**src/common/aux_mux_pkg.sv**
```systemverilog
// shared constants and types for the auxiliary pin function multiplexer
package aux_mux_pkg;

  // per-pin function codes held in configuration memory
  typedef enum logic [3:0] {
    FN_PULLED_UP_INPUT = 4'h0,
    FN_LINE_DRV_EN     = 4'h1,
    FN_POWER_EN_N      = 4'h2,
    FN_TX_LED_N        = 4'h3,
    FN_RX_LED_N        = 4'h4,
    FN_TXRX_LED_N      = 4'h5,
    FN_SUSPEND_N       = 4'h6,
    FN_CLK_FAST        = 4'h7,
    FN_CLK_MID         = 4'h8,
    FN_CLK_SLOW        = 4'h9,
    FN_DRIVE_HIGH      = 4'ha,
    FN_DRIVE_LOW       = 4'hb,
    FN_BITBANG         = 4'hc
  } pin_fn_t;

  localparam int          CTRL_PINS     = 10;
  localparam int          DATA_PINS     = 8;
  localparam int          FN_BITS       = 4;
  // pin numbers that carry clock and drive-high, bit-bang and common options
  localparam logic [9:0]  CLK_PIN_MASK  = 10'h361;
  localparam logic [9:0]  BB_PIN_MASK   = 10'h360;
  localparam logic [9:0]  ANY_PIN_MASK  = 10'h37f;
  localparam logic [3:0]  CFG_RESET_FN  = 4'h0;
  // clock and timing figures
  localparam int          CLK_HZ        = 40_000_000;
  localparam int          WAKE_MS       = 20;
  localparam int          WAKE_CYCLES   = (CLK_HZ / 1000) * WAKE_MS + 1;
  localparam int          LED_MS        = 25;
  localparam int          LED_CYCLES    = (CLK_HZ / 1000) * LED_MS;

  // status of the bridge that the mux consumes
  typedef struct packed {
    logic configured;  // usb host configured the device
    logic suspended;   // usb suspend
    logic tx_busy;     // serial engine shifting a frame
    logic tx_guard;    // frame plus one bit before and after
    logic rx_busy;     // receiver taking a frame
  } link_state_t;

  // three signals of one two-way pin
  typedef struct packed {
    logic out;
    logic oe_n;
    logic pull_down;
  } pin_drive_t;

endpackage : aux_mux_pkg

```
**src/rtl/activity_stretch.sv**
```systemverilog
// one-shot low pulse stretcher for activity indicators
`timescale 1ns/1ps
`default_nettype none
module activity_stretch
  import aux_mux_pkg::*;
#(
  parameter int HOLD = LED_CYCLES  // pulse length in clk cycles
) (
  input  wire logic clk_i,
  input  wire logic sys_rst_i,
  input  wire logic busy_i,   // activity level
  output logic      led_n_o   // low pulse
);
  // a zero hold would never light the indicator
  if (HOLD < 1) begin : g_bad_hold
    $error("activity_stretch: HOLD must be at least one");
  end

  logic [31:0] cnt_reg;   // remaining low time
  logic [31:0] cnt_next;

  // retrigger while busy so a stream shows a steady low
  always_comb begin
    cnt_next = cnt_reg;
    if (busy_i) begin
      cnt_next = 32'(HOLD);
    end else if (cnt_reg != 32'h0) begin
      cnt_next = cnt_reg - 32'h1;
    end
  end

  always_ff @(posedge clk_i) begin
    if (sys_rst_i) begin
      cnt_reg <= 32'h0;
    end else begin
      cnt_reg <= cnt_next;
    end
  end

  assign led_n_o = (cnt_reg == 32'h0);
endmodule // activity_stretch
`default_nettype wire

```
**src/rtl/aux_pin_function_mux.sv**
```systemverilog
// auxiliary control-bus and data-bus pin function multiplexer
//
// Behaviour
// driver enable spans frame plus one bit
// power enable low configured, high suspended
// transmit led pulses low while sending
// receive led pulses low while receiving
// combined led pulses on either direction
// suspend indicator low during usb suspend
// clock outputs only on pins 0,5,6,8,9
// bit-bang only on pins 5,6,8,9
// common options everywhere except pin 7
// functions loaded from configuration at startup
// data pins default to serial port
// ring low over 20 ms wakes host
// inputs pulled up, optionally down in suspend
// use pull-down option with power enable
// fixed levels; drive-high only clock pins
// clock outputs stop during suspend
`timescale 1ns/1ps
`default_nettype none
module aux_pin_function_mux
  import aux_mux_pkg::*;
#(
  parameter int WAKE_HOLD = WAKE_CYCLES,  // ring low time before wakeup
  parameter int LED_HOLD  = LED_CYCLES    // activity pulse length
) (
  input  wire logic                        clk_i,
  input  wire logic                        sys_rst_i,
  // configuration memory image, sampled at cfg_load_i
  input  wire logic                        cfg_load_i,
  input  wire logic [CTRL_PINS*FN_BITS-1:0] cfg_fn_i,
  input  wire logic                        cfg_pull_down_i,
  input  wire logic                        cfg_remote_wake_i,
  // bridge state
  input  wire link_state_t                 link_i,
  input  wire logic                        serial_tx_i,
  input  wire logic                        rts_n_i,
  input  wire logic                        dtr_n_i,
  input  wire logic [CTRL_PINS-1:0]        bitbang_out_i,
  input  wire logic [CTRL_PINS-1:0]        bitbang_dir_i,
  // pins
  input  wire logic [CTRL_PINS-1:0]        control_bus_pin_i,
  output logic      [CTRL_PINS-1:0]        control_bus_pin_o,
  output logic      [CTRL_PINS-1:0]        control_bus_pin_oe_n_o,
  output logic      [CTRL_PINS-1:0]        control_bus_pull_down_o,
  input  wire logic [DATA_PINS-1:0]        data_bus_pin_i,
  output logic      [DATA_PINS-1:0]        data_bus_pin_o,
  output logic      [DATA_PINS-1:0]        data_bus_pin_oe_n_o,
  output logic      [DATA_PINS-1:0]        data_bus_pull_down_o,
  // towards the bridge
  output logic      [CTRL_PINS-1:0]        bitbang_in_o,
  output logic                             serial_rx_o,
  output logic                             cts_n_o,
  output logic                             dsr_n_o,
  output logic                             dcd_n_o,
  output logic                             ring_indicator_n_o,
  output logic                             remote_wake_o
);
  // refuse hold counts that the counters cannot serve
  if (WAKE_HOLD < 1 || LED_HOLD < 1) begin : g_bad_hold
    $error("aux_pin_function_mux: bad hold counts");
  end

  // ---------------- configuration latch ----------------
  pin_fn_t    fn_reg  [CTRL_PINS];  // active function per pin
  pin_fn_t    fn_next [CTRL_PINS];
  logic       pd_reg, pd_next;      // suspend pull-down option
  logic       rw_reg, rw_next;      // remote wakeup option

  // decode with legality: an option a pin cannot carry falls back to pulled-up input
  always_comb begin
    pd_next = pd_reg;
    rw_next = rw_reg;
    for (int p = 0; p < CTRL_PINS; p++) begin
      fn_next[p] = fn_reg[p];
      // startup configuration load
      if (cfg_load_i) begin
        fn_next[p] = pin_fn_t'(cfg_fn_i[p*FN_BITS +: FN_BITS]);
        case (pin_fn_t'(cfg_fn_i[p*FN_BITS +: FN_BITS]))
          // clock pins only
          FN_CLK_FAST, FN_CLK_MID, FN_CLK_SLOW: begin
            if (!CLK_PIN_MASK[p]) fn_next[p] = FN_PULLED_UP_INPUT;
          end
          // drive-high restriction
          FN_DRIVE_HIGH: begin
            if (!CLK_PIN_MASK[p]) fn_next[p] = FN_PULLED_UP_INPUT;
          end
          // bit-bang pins only
          FN_BITBANG: begin
            if (!BB_PIN_MASK[p]) fn_next[p] = FN_PULLED_UP_INPUT;
          end
          FN_PULLED_UP_INPUT: begin
            fn_next[p] = FN_PULLED_UP_INPUT;
          end
          // pin 7 excluded
          FN_LINE_DRV_EN, FN_POWER_EN_N, FN_TX_LED_N, FN_RX_LED_N,
          FN_TXRX_LED_N, FN_SUSPEND_N, FN_DRIVE_LOW: begin
            if (!ANY_PIN_MASK[p]) fn_next[p] = FN_PULLED_UP_INPUT;
          end
          default: begin
            fn_next[p] = FN_PULLED_UP_INPUT;
          end
        endcase
      end
    end
    if (cfg_load_i) begin
      pd_next = cfg_pull_down_i;
      rw_next = cfg_remote_wake_i;
    end
  end

  always_ff @(posedge clk_i) begin
    if (sys_rst_i) begin
      for (int p = 0; p < CTRL_PINS; p++) fn_reg[p] <= pin_fn_t'(CFG_RESET_FN);
      pd_reg <= 1'b0;
      rw_reg <= 1'b0;
    end else begin
      for (int p = 0; p < CTRL_PINS; p++) fn_reg[p] <= fn_next[p];
      pd_reg <= pd_next;
      rw_reg <= rw_next;
    end
  end

  // ---------------- clock divider ----------------
  // counter bits give clk/2, /4, /8; at 40 MHz these are scaled stand-ins
  logic [2:0] div_reg, div_next;
  always_comb begin
    div_next = div_reg + 3'h1;
    // clear the divider in suspend so clocks stop low
    if (link_i.suspended) div_next = 3'h0;
  end
  always_ff @(posedge clk_i) begin
    if (sys_rst_i) div_reg <= 3'h0;
    else           div_reg <= div_next;
  end

  // ---------------- activity indicators ----------------
  logic tx_led_n, rx_led_n, txrx_led_n;
  // transmit pulse
  activity_stretch #(.HOLD(LED_HOLD)) u_tx_led (
    .clk_i     (clk_i),
    .sys_rst_i (sys_rst_i),
    .busy_i    (link_i.tx_busy),
    .led_n_o   (tx_led_n)
  );
  // receive pulse
  activity_stretch #(.HOLD(LED_HOLD)) u_rx_led (
    .clk_i     (clk_i),
    .sys_rst_i (sys_rst_i),
    .busy_i    (link_i.rx_busy),
    .led_n_o   (rx_led_n)
  );
  // either direction
  assign txrx_led_n = tx_led_n & rx_led_n;

  // power enable: low only when configured and not suspended
  logic pwr_en_n;
  // power enable level
  assign pwr_en_n = !(link_i.configured && !link_i.suspended);

  // ---------------- pin synchronisers ----------------
  logic [CTRL_PINS-1:0] cs1_reg, cs2_reg, cs3_reg, cin_reg;  // control pins
  logic [DATA_PINS-1:0] ds1_reg, ds2_reg, ds3_reg, din_reg;  // data pins
  // a change is taken once stages two and three agree
  always_ff @(posedge clk_i) begin
    if (sys_rst_i) begin
      cs1_reg <= '1; cs2_reg <= '1; cs3_reg <= '1; cin_reg <= '1;
      ds1_reg <= '1; ds2_reg <= '1; ds3_reg <= '1; din_reg <= '1;
    end else begin
      cs1_reg <= control_bus_pin_i;
      cs2_reg <= cs1_reg;
      cs3_reg <= cs2_reg;
      cin_reg <= (cin_reg & (cs2_reg ^ cs3_reg)) | (cs3_reg & ~(cs2_reg ^ cs3_reg));
      ds1_reg <= data_bus_pin_i;
      ds2_reg <= ds1_reg;
      ds3_reg <= ds2_reg;
      din_reg <= (din_reg & (ds2_reg ^ ds3_reg)) | (ds3_reg & ~(ds2_reg ^ ds3_reg));
    end
  end

  // ---------------- control pin drive ----------------
  generate
    for (genvar p = 0; p < CTRL_PINS; p++) begin : g_pin
      pin_drive_t drv;
      always_comb begin
        drv.out       = 1'b0;
        drv.oe_n      = 1'b1;
        // suspend pull-down on inputs
        drv.pull_down = pd_reg && pwr_en_n;
        case (fn_reg[p])
          // guarded frame window
          FN_LINE_DRV_EN: begin drv.out = link_i.tx_guard; drv.oe_n = 1'b0; end
          FN_POWER_EN_N:  begin drv.out = pwr_en_n;        drv.oe_n = 1'b0; end
          FN_TX_LED_N:    begin drv.out = tx_led_n;        drv.oe_n = 1'b0; end
          FN_RX_LED_N:    begin drv.out = rx_led_n;        drv.oe_n = 1'b0; end
          FN_TXRX_LED_N:  begin drv.out = txrx_led_n;      drv.oe_n = 1'b0; end
          // suspend indicator
          FN_SUSPEND_N:   begin drv.out = !link_i.suspended; drv.oe_n = 1'b0; end
          // divided clocks
          FN_CLK_FAST:    begin drv.out = div_reg[0];      drv.oe_n = 1'b0; end
          FN_CLK_MID:     begin drv.out = div_reg[1];      drv.oe_n = 1'b0; end
          FN_CLK_SLOW:    begin drv.out = div_reg[2];      drv.oe_n = 1'b0; end
          // fixed levels
          FN_DRIVE_HIGH:  begin drv.out = 1'b1;            drv.oe_n = 1'b0; end
          FN_DRIVE_LOW:   begin drv.out = 1'b0;            drv.oe_n = 1'b0; end
          // software-owned level and direction
          FN_BITBANG: begin
            drv.out  = bitbang_out_i[p];
            drv.oe_n = !bitbang_dir_i[p];
          end
          default: begin drv.out = 1'b0; drv.oe_n = 1'b1; end
        endcase
        if (!drv.oe_n) drv.pull_down = 1'b0;
      end
      assign control_bus_pin_o[p]       = drv.out;
      assign control_bus_pin_oe_n_o[p]  = drv.oe_n;
      assign control_bus_pull_down_o[p] = drv.pull_down;
      assign bitbang_in_o[p] = (fn_reg[p] == FN_BITBANG) ? cin_reg[p] : 1'b0;
    end
  endgenerate

  // ---------------- data bus serial port ----------------
  // default serial roles
  assign data_bus_pin_o       = {3'h0, dtr_n_i, 1'b0, rts_n_i, 1'b0, serial_tx_i};
  // only pins 0, 2 and 4 drive; cts on pin 3 must stay an input
  assign data_bus_pin_oe_n_o  = 8'hea;
  assign data_bus_pull_down_o = {8{pd_reg && pwr_en_n}} & 8'hea;
  assign serial_rx_o          = din_reg[1];
  assign cts_n_o              = din_reg[3];
  assign dsr_n_o              = din_reg[5];
  assign dcd_n_o              = din_reg[6];
  assign ring_indicator_n_o   = din_reg[7];

  // ---------------- ring indicator wakeup ----------------
  logic [31:0] ring_cnt_reg, ring_cnt_next;  // ring low duration
  logic        wake_reg, wake_next;          // resume request level
  always_comb begin
    ring_cnt_next = 32'h0;
    wake_next     = 1'b0;
    // ring held low past limit
    if (rw_reg && link_i.suspended && !din_reg[7]) begin
      ring_cnt_next = (ring_cnt_reg == 32'(WAKE_HOLD)) ? ring_cnt_reg : ring_cnt_reg + 32'h1;
      wake_next     = (ring_cnt_reg == 32'(WAKE_HOLD));
    end
  end
  always_ff @(posedge clk_i) begin
    if (sys_rst_i) begin
      ring_cnt_reg <= 32'h0;
      wake_reg     <= 1'b0;
    end else begin
      ring_cnt_reg <= ring_cnt_next;
      wake_reg     <= wake_next;
    end
  end
  assign remote_wake_o = wake_reg;
endmodule // aux_pin_function_mux
`default_nettype wire

```
**config.mk**
```make
export PLATFORM = sky130hd
export DESIGN_NAME = aux_pin_function_mux
export DESIGN_NICKNAME = d
export VERILOG_FILES = /design/src/common/aux_mux_pkg.sv /design/src/rtl/activity_stretch.sv /design/src/rtl/aux_pin_function_mux.sv
export SDC_FILE = /design/constraint.sdc
export NUM_CORES = 1
export LEC_CHECK = 0
export BUFFER_PORTS_ARGS = -buffer_cell sky130_fd_sc_hd__buf_2
export CAP_MARGIN = 20
export CORE_UTILIZATION = 55
export CTS_CLUSTER_DIAMETER = 60
export DETAILED_ROUTE_END_ITERATION = 12
export GPL_TIMING_DRIVEN = 1
export PLACE_DENSITY = 0.79
export SYNTH_ARGS = -nofsm -noshare
export SYNTH_HDL_FRONTEND = slang
export SYNTH_SLANG_ARGS = --single-unit
```
**constraint.sdc**
```tcl
create_clock -name clk_i -period 4.9 [get_ports clk_i]
set_input_delay 0.49 -clock clk_i [delete_from_list [all_inputs] [get_ports clk_i]]
set_output_delay 0.49 -clock clk_i [all_outputs]
set_load 0.02 [all_outputs]
```
==> reports/metrics.yaml, run 1 <==
end_kind: "primary output"
grt_setup_unrepaired: "false"
synth_top_area_share: 0.4062
clk_pin_slew_ns: 0.07
antenna_found_initial: 2
wl_met1_microns: 10230
hold_viol_final: 0
cap_viol_max_count: 0
synth_async_sr_flop_share: 0
p_leak_nw: 3.906
max_stage_delay_ns: 0.69
drive_above_1_share: 0.1763
route.met3.wl_microns: 1402
setup_tns_ns: 0
layout_common_cells: "dfxtp_1, nor2_1, buf_2, nand2_1, a21oi_1"
r2r_end: "u_tx_led.cnt_reg[3]"
worstSetupPathType: "flip-flop to primary output"
tightestPinTransition_ns: 0.8265
clkLatencyLatePin_ns: 0.45
synth_area_per_cell_sq_um: 8.242
yosysSeqAreaShare: 0.4062
gp_congestion: 0.8892
reg2reg_slack_ns: 2.08
ys_types: 69
area_growth_syn_to_layout_pct: 11.63
synth-seq-cells: 194
cts_tree: "built"
irDropWorstVdd_mv: 0.2914
clock_tree.buffer_depth: 2
vias: 8659
crit_path_start_kind: "flip-flop"
worstPathRequired_ns: 4.41
drtPass1Iterations: 6
htree_levels: 4
hold_class: "primary input to flip-flop"
hold_buffers: 0
drt-total-wl_microns: 22190
vias_per_cell: 5.915
cts_resized: 0
powerDensity_nw_per_um2: 331.7
fmax_ghz: 0.2553
cts.sinks: 194
grt_max_degree: 70
fp.dieW_microns: 133.8
grt_pass1_vias: 7656
status: "finished, final reports clean"
path_max_fanout: 12
syn_area_sq_um: 9560
core_area_sq_um: 16760
layout.nets: 1327
min_to: "ds1_reg[6]"
hold_start: "data_bus_pin_i[6]"
finClkSkew_ns: 0.01317
cp_slowest_cell: "or4_1"
r2r_cells: 5
row_count: 47
post-cts-setup-buffers: 0
met2_length_microns: 10070
reg2reg_from: "u_tx_led.cnt_reg[24]"
wire_per_inst_microns: 15.15
portBuffers: 125
min_path_cells: 2
drc: 0
cts_root_buffer: "clkbuf_16"
routed.top_layer: "met4"
grtUsageTotal: 0.2512
grt_pass1_wl_microns: 36710
dp_hpwl_microns: 15160
start_util: 0.5704
fin_crit_sh: 0.7993
cts_buffers: 17
ioPinCount: 161
antenna_left: 0
fin_crit_ns: 3.917
yosysWarnings: 0
largest_reg_flops: 36
grt.overflow.total: 0
synth_edf_count: 0
dieArea_sq_um: 17910
finalPower_mw: 3.540
yosysTopAreaCell: "dfxtp_1"
first_iter_violations: 707
slew_violations: 0
max_slew_margin: 0.4439
layout_commonest_cell: "dfxtp_1"
cp.arrival_ns: 3.43
synth-main-ff-cell: "dfxtp_1"
setup_viol: 0
path_cells: "or4_1 > nor4_4 > nand4_1 > a211o_1 > o311ai_0 > buf_2"
syn_inst: 1160
yosys-top-cells-area: "dfxtp_1, nor2_1, a21oi_1, nand2_1, or2_2"
fp.dieH_microns: 133.8
through the flow:
| stage | utilization | instances | hold WS (ns) | worst slack (ns) | area [sq um] |
|---|---|---|---|---|---|
| floorplan | - | 1177 | 0.3895 | 1.913 | 9624 |
| global placement | 0.6010 | 1429 | 0.3905 | 1.532 | 10070 |
| detailed placement | 0.6010 | 1429 | 0.3937 | 1.476 | 10070 |
| CTS | 0.6349 | 1461 | 0.2123 | 1.022 | 10640 |
| global route | 0.6367 | 1463 | 0.2155 | 0.7324 | 10670 |
| finish | 0.6368 | 1464 | 0.2268 | 0.9832 | 10670 |
routing by layer:
layer,up-vias,GRT usage
li1,4300,-
met1,4025,0.3426
met2,298,0.3990
met3,36,0.04422
met4,0,0.08965
met5,-,0
worst max path at each step:
| stage | from | slack (ns) | endpoint | cells past startpoint |
|---|---|---|---|---|
| floorplan | u_tx_led.cnt_reg[10] | 1.91 | control_bus_pin_o[6] | 6 |
| global placement | u_tx_led.cnt_reg[10] | 1.53 | control_bus_pin_o[8] | 6 |
| detailed placement | u_tx_led.cnt_reg[10] | 1.48 | control_bus_pin_o[8] | 6 |
| CTS | u_tx_led.cnt_reg[10] | 1.02 | control_bus_pin_o[8] | 6 |
| global route | u_rx_led.cnt_reg[10] | 0.73 | control_bus_pin_o[8] | 6 |
| finish | u_tx_led.cnt_reg[10] | 0.98 | control_bus_pin_o[8] | 6 |
power by group:
| part | total [mW] | internal, mW | switching (mW) | leakage [nW] |
|---|---|---|---|---|
| logic | 0.510 | 0.199 | 0.311 | 2.05 |
| registers | 1.71 | 1.63 | 0.0708 | 1.58 |
| clock network | 1.32 | 0.681 | 0.643 | 0.273 |
cells in the mapped netlist (6+ instances only):
| master | n |
|---|---|
| o311ai_0 | 10 |
| a311o_1 | 7 |
| xnor2_1 | 29 |
| ha_1 | 7 |
| nor3_1 | 23 |
| nand2_1 | 84 |
| nor2_1 | 129 |
| mux2i_1 | 6 |
| a31oi_1 | 26 |
| a21oi_1 | 80 |
| a22oi_1 | 8 |
| buf_1 | 7 |
| nand4b_1 | 6 |
| and4_1 | 16 |
| and2_1 | 10 |
| nand3_1 | 53 |
| or4_1 | 19 |
| nor2b_1 | 6 |
| o31ai_1 | 14 |
| nand2b_1 | 7 |
| o211ai_1 | 12 |
| nand3b_1 | 11 |
| dfxtp_1 | 194 |
| nor4_1 | 19 |
| clkbuf_1 | 57 |
| or2_2 | 48 |
| buf_4 | 27 |
| or3_1 | 33 |
| xor2_1 | 19 |
| nand4_1 | 19 |
| inv_1 | 28 |
| o21ai_0 | 53 |
| o41ai_1 | 13 |
worst max-delay path, delay by kind of cell, from the launching register on:
family	cells	cell delay [ns]
buffers and inverters	1	0.24
AND/OR/NAND/NOR	3	1.77
flip-flops	1	0.37
AO/OA/AOI/OAI	2	0.61
area by class of cell:
| type | count | area, sq um |
|---|---|---|
| Sequential cell | 194 | 3884 |
| Clock buffer | 19 | 442.9 |
| Inverter | 29 | 108.9 |
| Clock inverter | 13 | 123.9 |
| Antenna cell | 2 | 5.005 |
| Timing Repair Buffer | 129 | 675.6 |
| Tap cell | 220 | 275.3 |
| Multi-Input combinational cell | 858 | 5157 |
| Fill cell | 1433 | 6087 |
cells by family after synthesis:
group / count (synthesis) / synth area share
other: 2 / 0.0007855
buffers and inverters: 125 / 0.06099
adder cells (fa/ha/maj): 7 / 0.009161
AND/OR/NAND/NOR: 511 / 0.2900
XOR/XNOR: 48 / 0.04397
flip-flops: 194 / 0.4062
AO/OA/AOI/OAI: 267 / 0.1826
multiplexers: 6 / 0.006282
Power figures use the tool's default switching activity.
==> inputs of run 2 (changes only) <==
ABC_AREA = 1   (was default)
PLACE_DENSITY = 0.78   (was 0.79)
clock period = 3.97 ns   (was 4.9 ns; I/O delays follow)
==> run 2 against run 1 <==
  * Via count is 21% higher
  * Register-to-register slack got worse by 0.33 ns
  * Flip-flop and latch count unchanged
  * Largest power group unchanged
  * Highest routed layer unchanged
==> reports/metrics.yaml, run 2 <==
worstSetupPathType: "flip-flop to primary output"
grt_pass1_wl_microns: 44070
area_growth_syn_to_layout_pct: 12.24
first_iter_violations: 750
end_kind: "primary output"
core_area_sq_um: 18960
tightestPinTransition_ns: 0.9378
dp_hpwl_microns: 20130
drtPass1Iterations: 6
netlist_top_cells_count: "nand2_1, nor2_1, dfxtp_1, inv_1, a21oi_1"
layout_commonest_cell: "nand2_1"
synth_area_per_cell_sq_um: 6.604
row_count: 50
r2r_end: "u_tx_led.cnt_reg[16]"
hold_viol_final: 0
portBuffers: 125
finClkSkew_ns: 0.01429
crit_path_start_kind: "flip-flop"
cts_root_buffer: "clkbuf_16"
layout_common_cells: "nand2_1, nor2_1, dfxtp_1, inv_1, buf_2"
hold_class: "primary input to flip-flop"
antenna_found_initial: 0
grt_max_degree: 79
placed_area_sq_um: 11420
final_cells: 2003
p_leak_nw: 5.544
cap_viol_max_count: 0
syn_area_sq_um: 10770
drt-total-wl_microns: 27170
fmax_ghz: 0.3332
largest_reg_flops: 36
vias: 10460
reg2reg_slack_ns: 1.75
cp.arrival_ns: 2.60
dieArea_sq_um: 20140
irDropWorstVdd_mv: 0.2960
ys_types: 45
syn_inst: 1630
clk_pin_slew_ns: 0.09
synth-seq-cells: 194
worstPathRequired_ns: 3.57
switching_share: 0.3361
yosysMostFrequentCell: "nand2_1"
dp_cells: 1971
n_antenna_cell: 0
cts_buffers: 17
wire_per_inst_microns: 13.56
yosysWarnings: 0
postLayoutCellArea_sq_um: 12080
hold_buffers: 0
power_frac_seq: 0.434
fin_crit_sh: 0.7560
fp.dieW_microns: 141.9
p_sw_mw: 1.631
setup_tns_ns: 0
cts_tree: "built"
combPwrFrac: 0.172
ioPinCount: 161
cts.sinks: 194
grt_setup_unrepaired: "false"
drc: 0
clkLatencyLatePin_ns: 0.45
grtUsageTotal: 0.2739
path_max_fanout: 11
yosysSeqAreaShare: 0.3608
clockPowerShare: 0.395
drive_above_1_share: 0.1670
grt_pass1_vias: 9445
post-cts-setup-buffers: 0
layout.nets: 1828
setup_viol: 0
finalPower_mw: 4.853
synth_edf_count: 0
fin_crit_ns: 3.001
crit_path_end: "control_bus_pin_o[2]"
slew_violations: 0
gp_congestion: 0.9289
status: "finished, final reports clean"
clock_tree.buffer_depth: 2
start_util: 0.5679
cts_resized: 0
crit_start: "u_tx_led.cnt_reg[0]"
antenna_left: 0
powerDensity_nw_per_um2: 401.6
reg2reg_from: "u_tx_led.cnt_reg[0]"
grt.overflow.total: 0
yosys-top-cells-area: "dfxtp_1, nand2_1, nor2_1, inv_1, a21oi_1"
synth_top_area_share: 0.3608
htree_levels: 4
yosysTopAreaCell: "dfxtp_1"
intPower_mw: 3.222
hold_slack_ns: 0.1160
vias_per_cell: 5.222
synth-main-ff-cell: "dfxtp_1"
fp.dieH_microns: 141.9
synth_async_sr_flop_share: 0
r2r_cells: 9
max_slew_margin: 0.3733
run 2: cell count changes in the layout (fill, tap and decap cells not counted), sizes merged, moves of 21 or more:
cell and delta:
a21oi +35, a31oi -26, inv +155, nand2 +289
nand3 +54, nor2 +177, nor3 +24, o21ai +24
or3 -33, or4 -21
run 2: layer usage:
layer / global-route usage / up-vias / share of wire
met2: 0.4791 / 330 / 0.48
li1: - / 5365 / -
met4: 0.1154 / 0 / 0.031
met5: 0 / - / 0
met3: 0.04084 / 62 / 0.061
met1: 0.3347 / 4702 / 0.43
run 2: worst min path at each step:
stage,startpoint,endpoint,depth (start not counted),slack (ns)
4_1_cts,control_bus_pin_i[0],cs1_reg[0],2,0.10
5_1_grt,control_bus_pin_i[4],cs1_reg[4],2,0.10
6_report,control_bus_pin_i[0],cs1_reg[0],2,0.12
3_5_place_dp,cs1_reg[9],cs2_reg[9],1,0.39
2_1_floorplan,cs1_reg[0],cs2_reg[0],1,0.39
3_3_place_gp,cs1_reg[3],cs2_reg[3],1,0.39
run 2: cell families after synthesis:
group / after synthesis / share of synthesized area
AOI/OAI and AO/OA: 219 / 0.1090
xor gates and xnor gates: 45 / 0.03661
adders and majority gates: 8 / 0.009065
buffers and inverters: 239 / 0.09647
DFF: 194 / 0.3608
other: 2 / 0.0006976
and+or+nand+nor: 923 / 0.3874
run 2: final cells by class:
type | instances | area [sq um]
flip-flops and latches | 194 | 3884
clock buffers | 17 | 425.4
repair buffers | 129 | 655.6
fillers | 1780 | 6873
well taps | 260 | 325.3
clock inverters | 15 | 232.7
multi-input cells | 1214 | 5907
inverters | 174 | 653.1
run 2: critical path, cell delays in order (launching register included):
cell and delay, ns:
dfxtp_1 0.34, inv_1 0.21, ha_1 0.23, inv_1 0.06
nor2_1 0.08, nand2_1 0.05, nor2_1 0.08, nand2_1 0.06
nor2_2 0.51, nand2_1 0.10, nand2_1 0.09, a21oi_1 0.06
nand2_1 0.11, buf_2 0.18
run 2: stage by stage:
| step | setup slack [ns] | util |
|---|---|---|
| CTS | 0.9707 | 0.6374 |
| detailed placement | 1.475 | 0.6027 |
| finish | 0.9687 | 0.6374 |
| floorplan | 2.061 | - |
| global placement | 1.490 | 0.6027 |
| global route | 0.7113 | 0.6374 |
run 2: power by group through the flow:
stage / clock, mW / combinational (mW) / sequential (mW)
floorplan: 0 / 0.638 / 2.12
global route: 2.03 / 0.931 / 2.12
detailed placement: 0 / 0.821 / 2.15
finish: 1.92 / 0.834 / 2.10
global placement: 0 / 0.807 / 2.14
CTS: 1.95 / 0.826 / 2.10
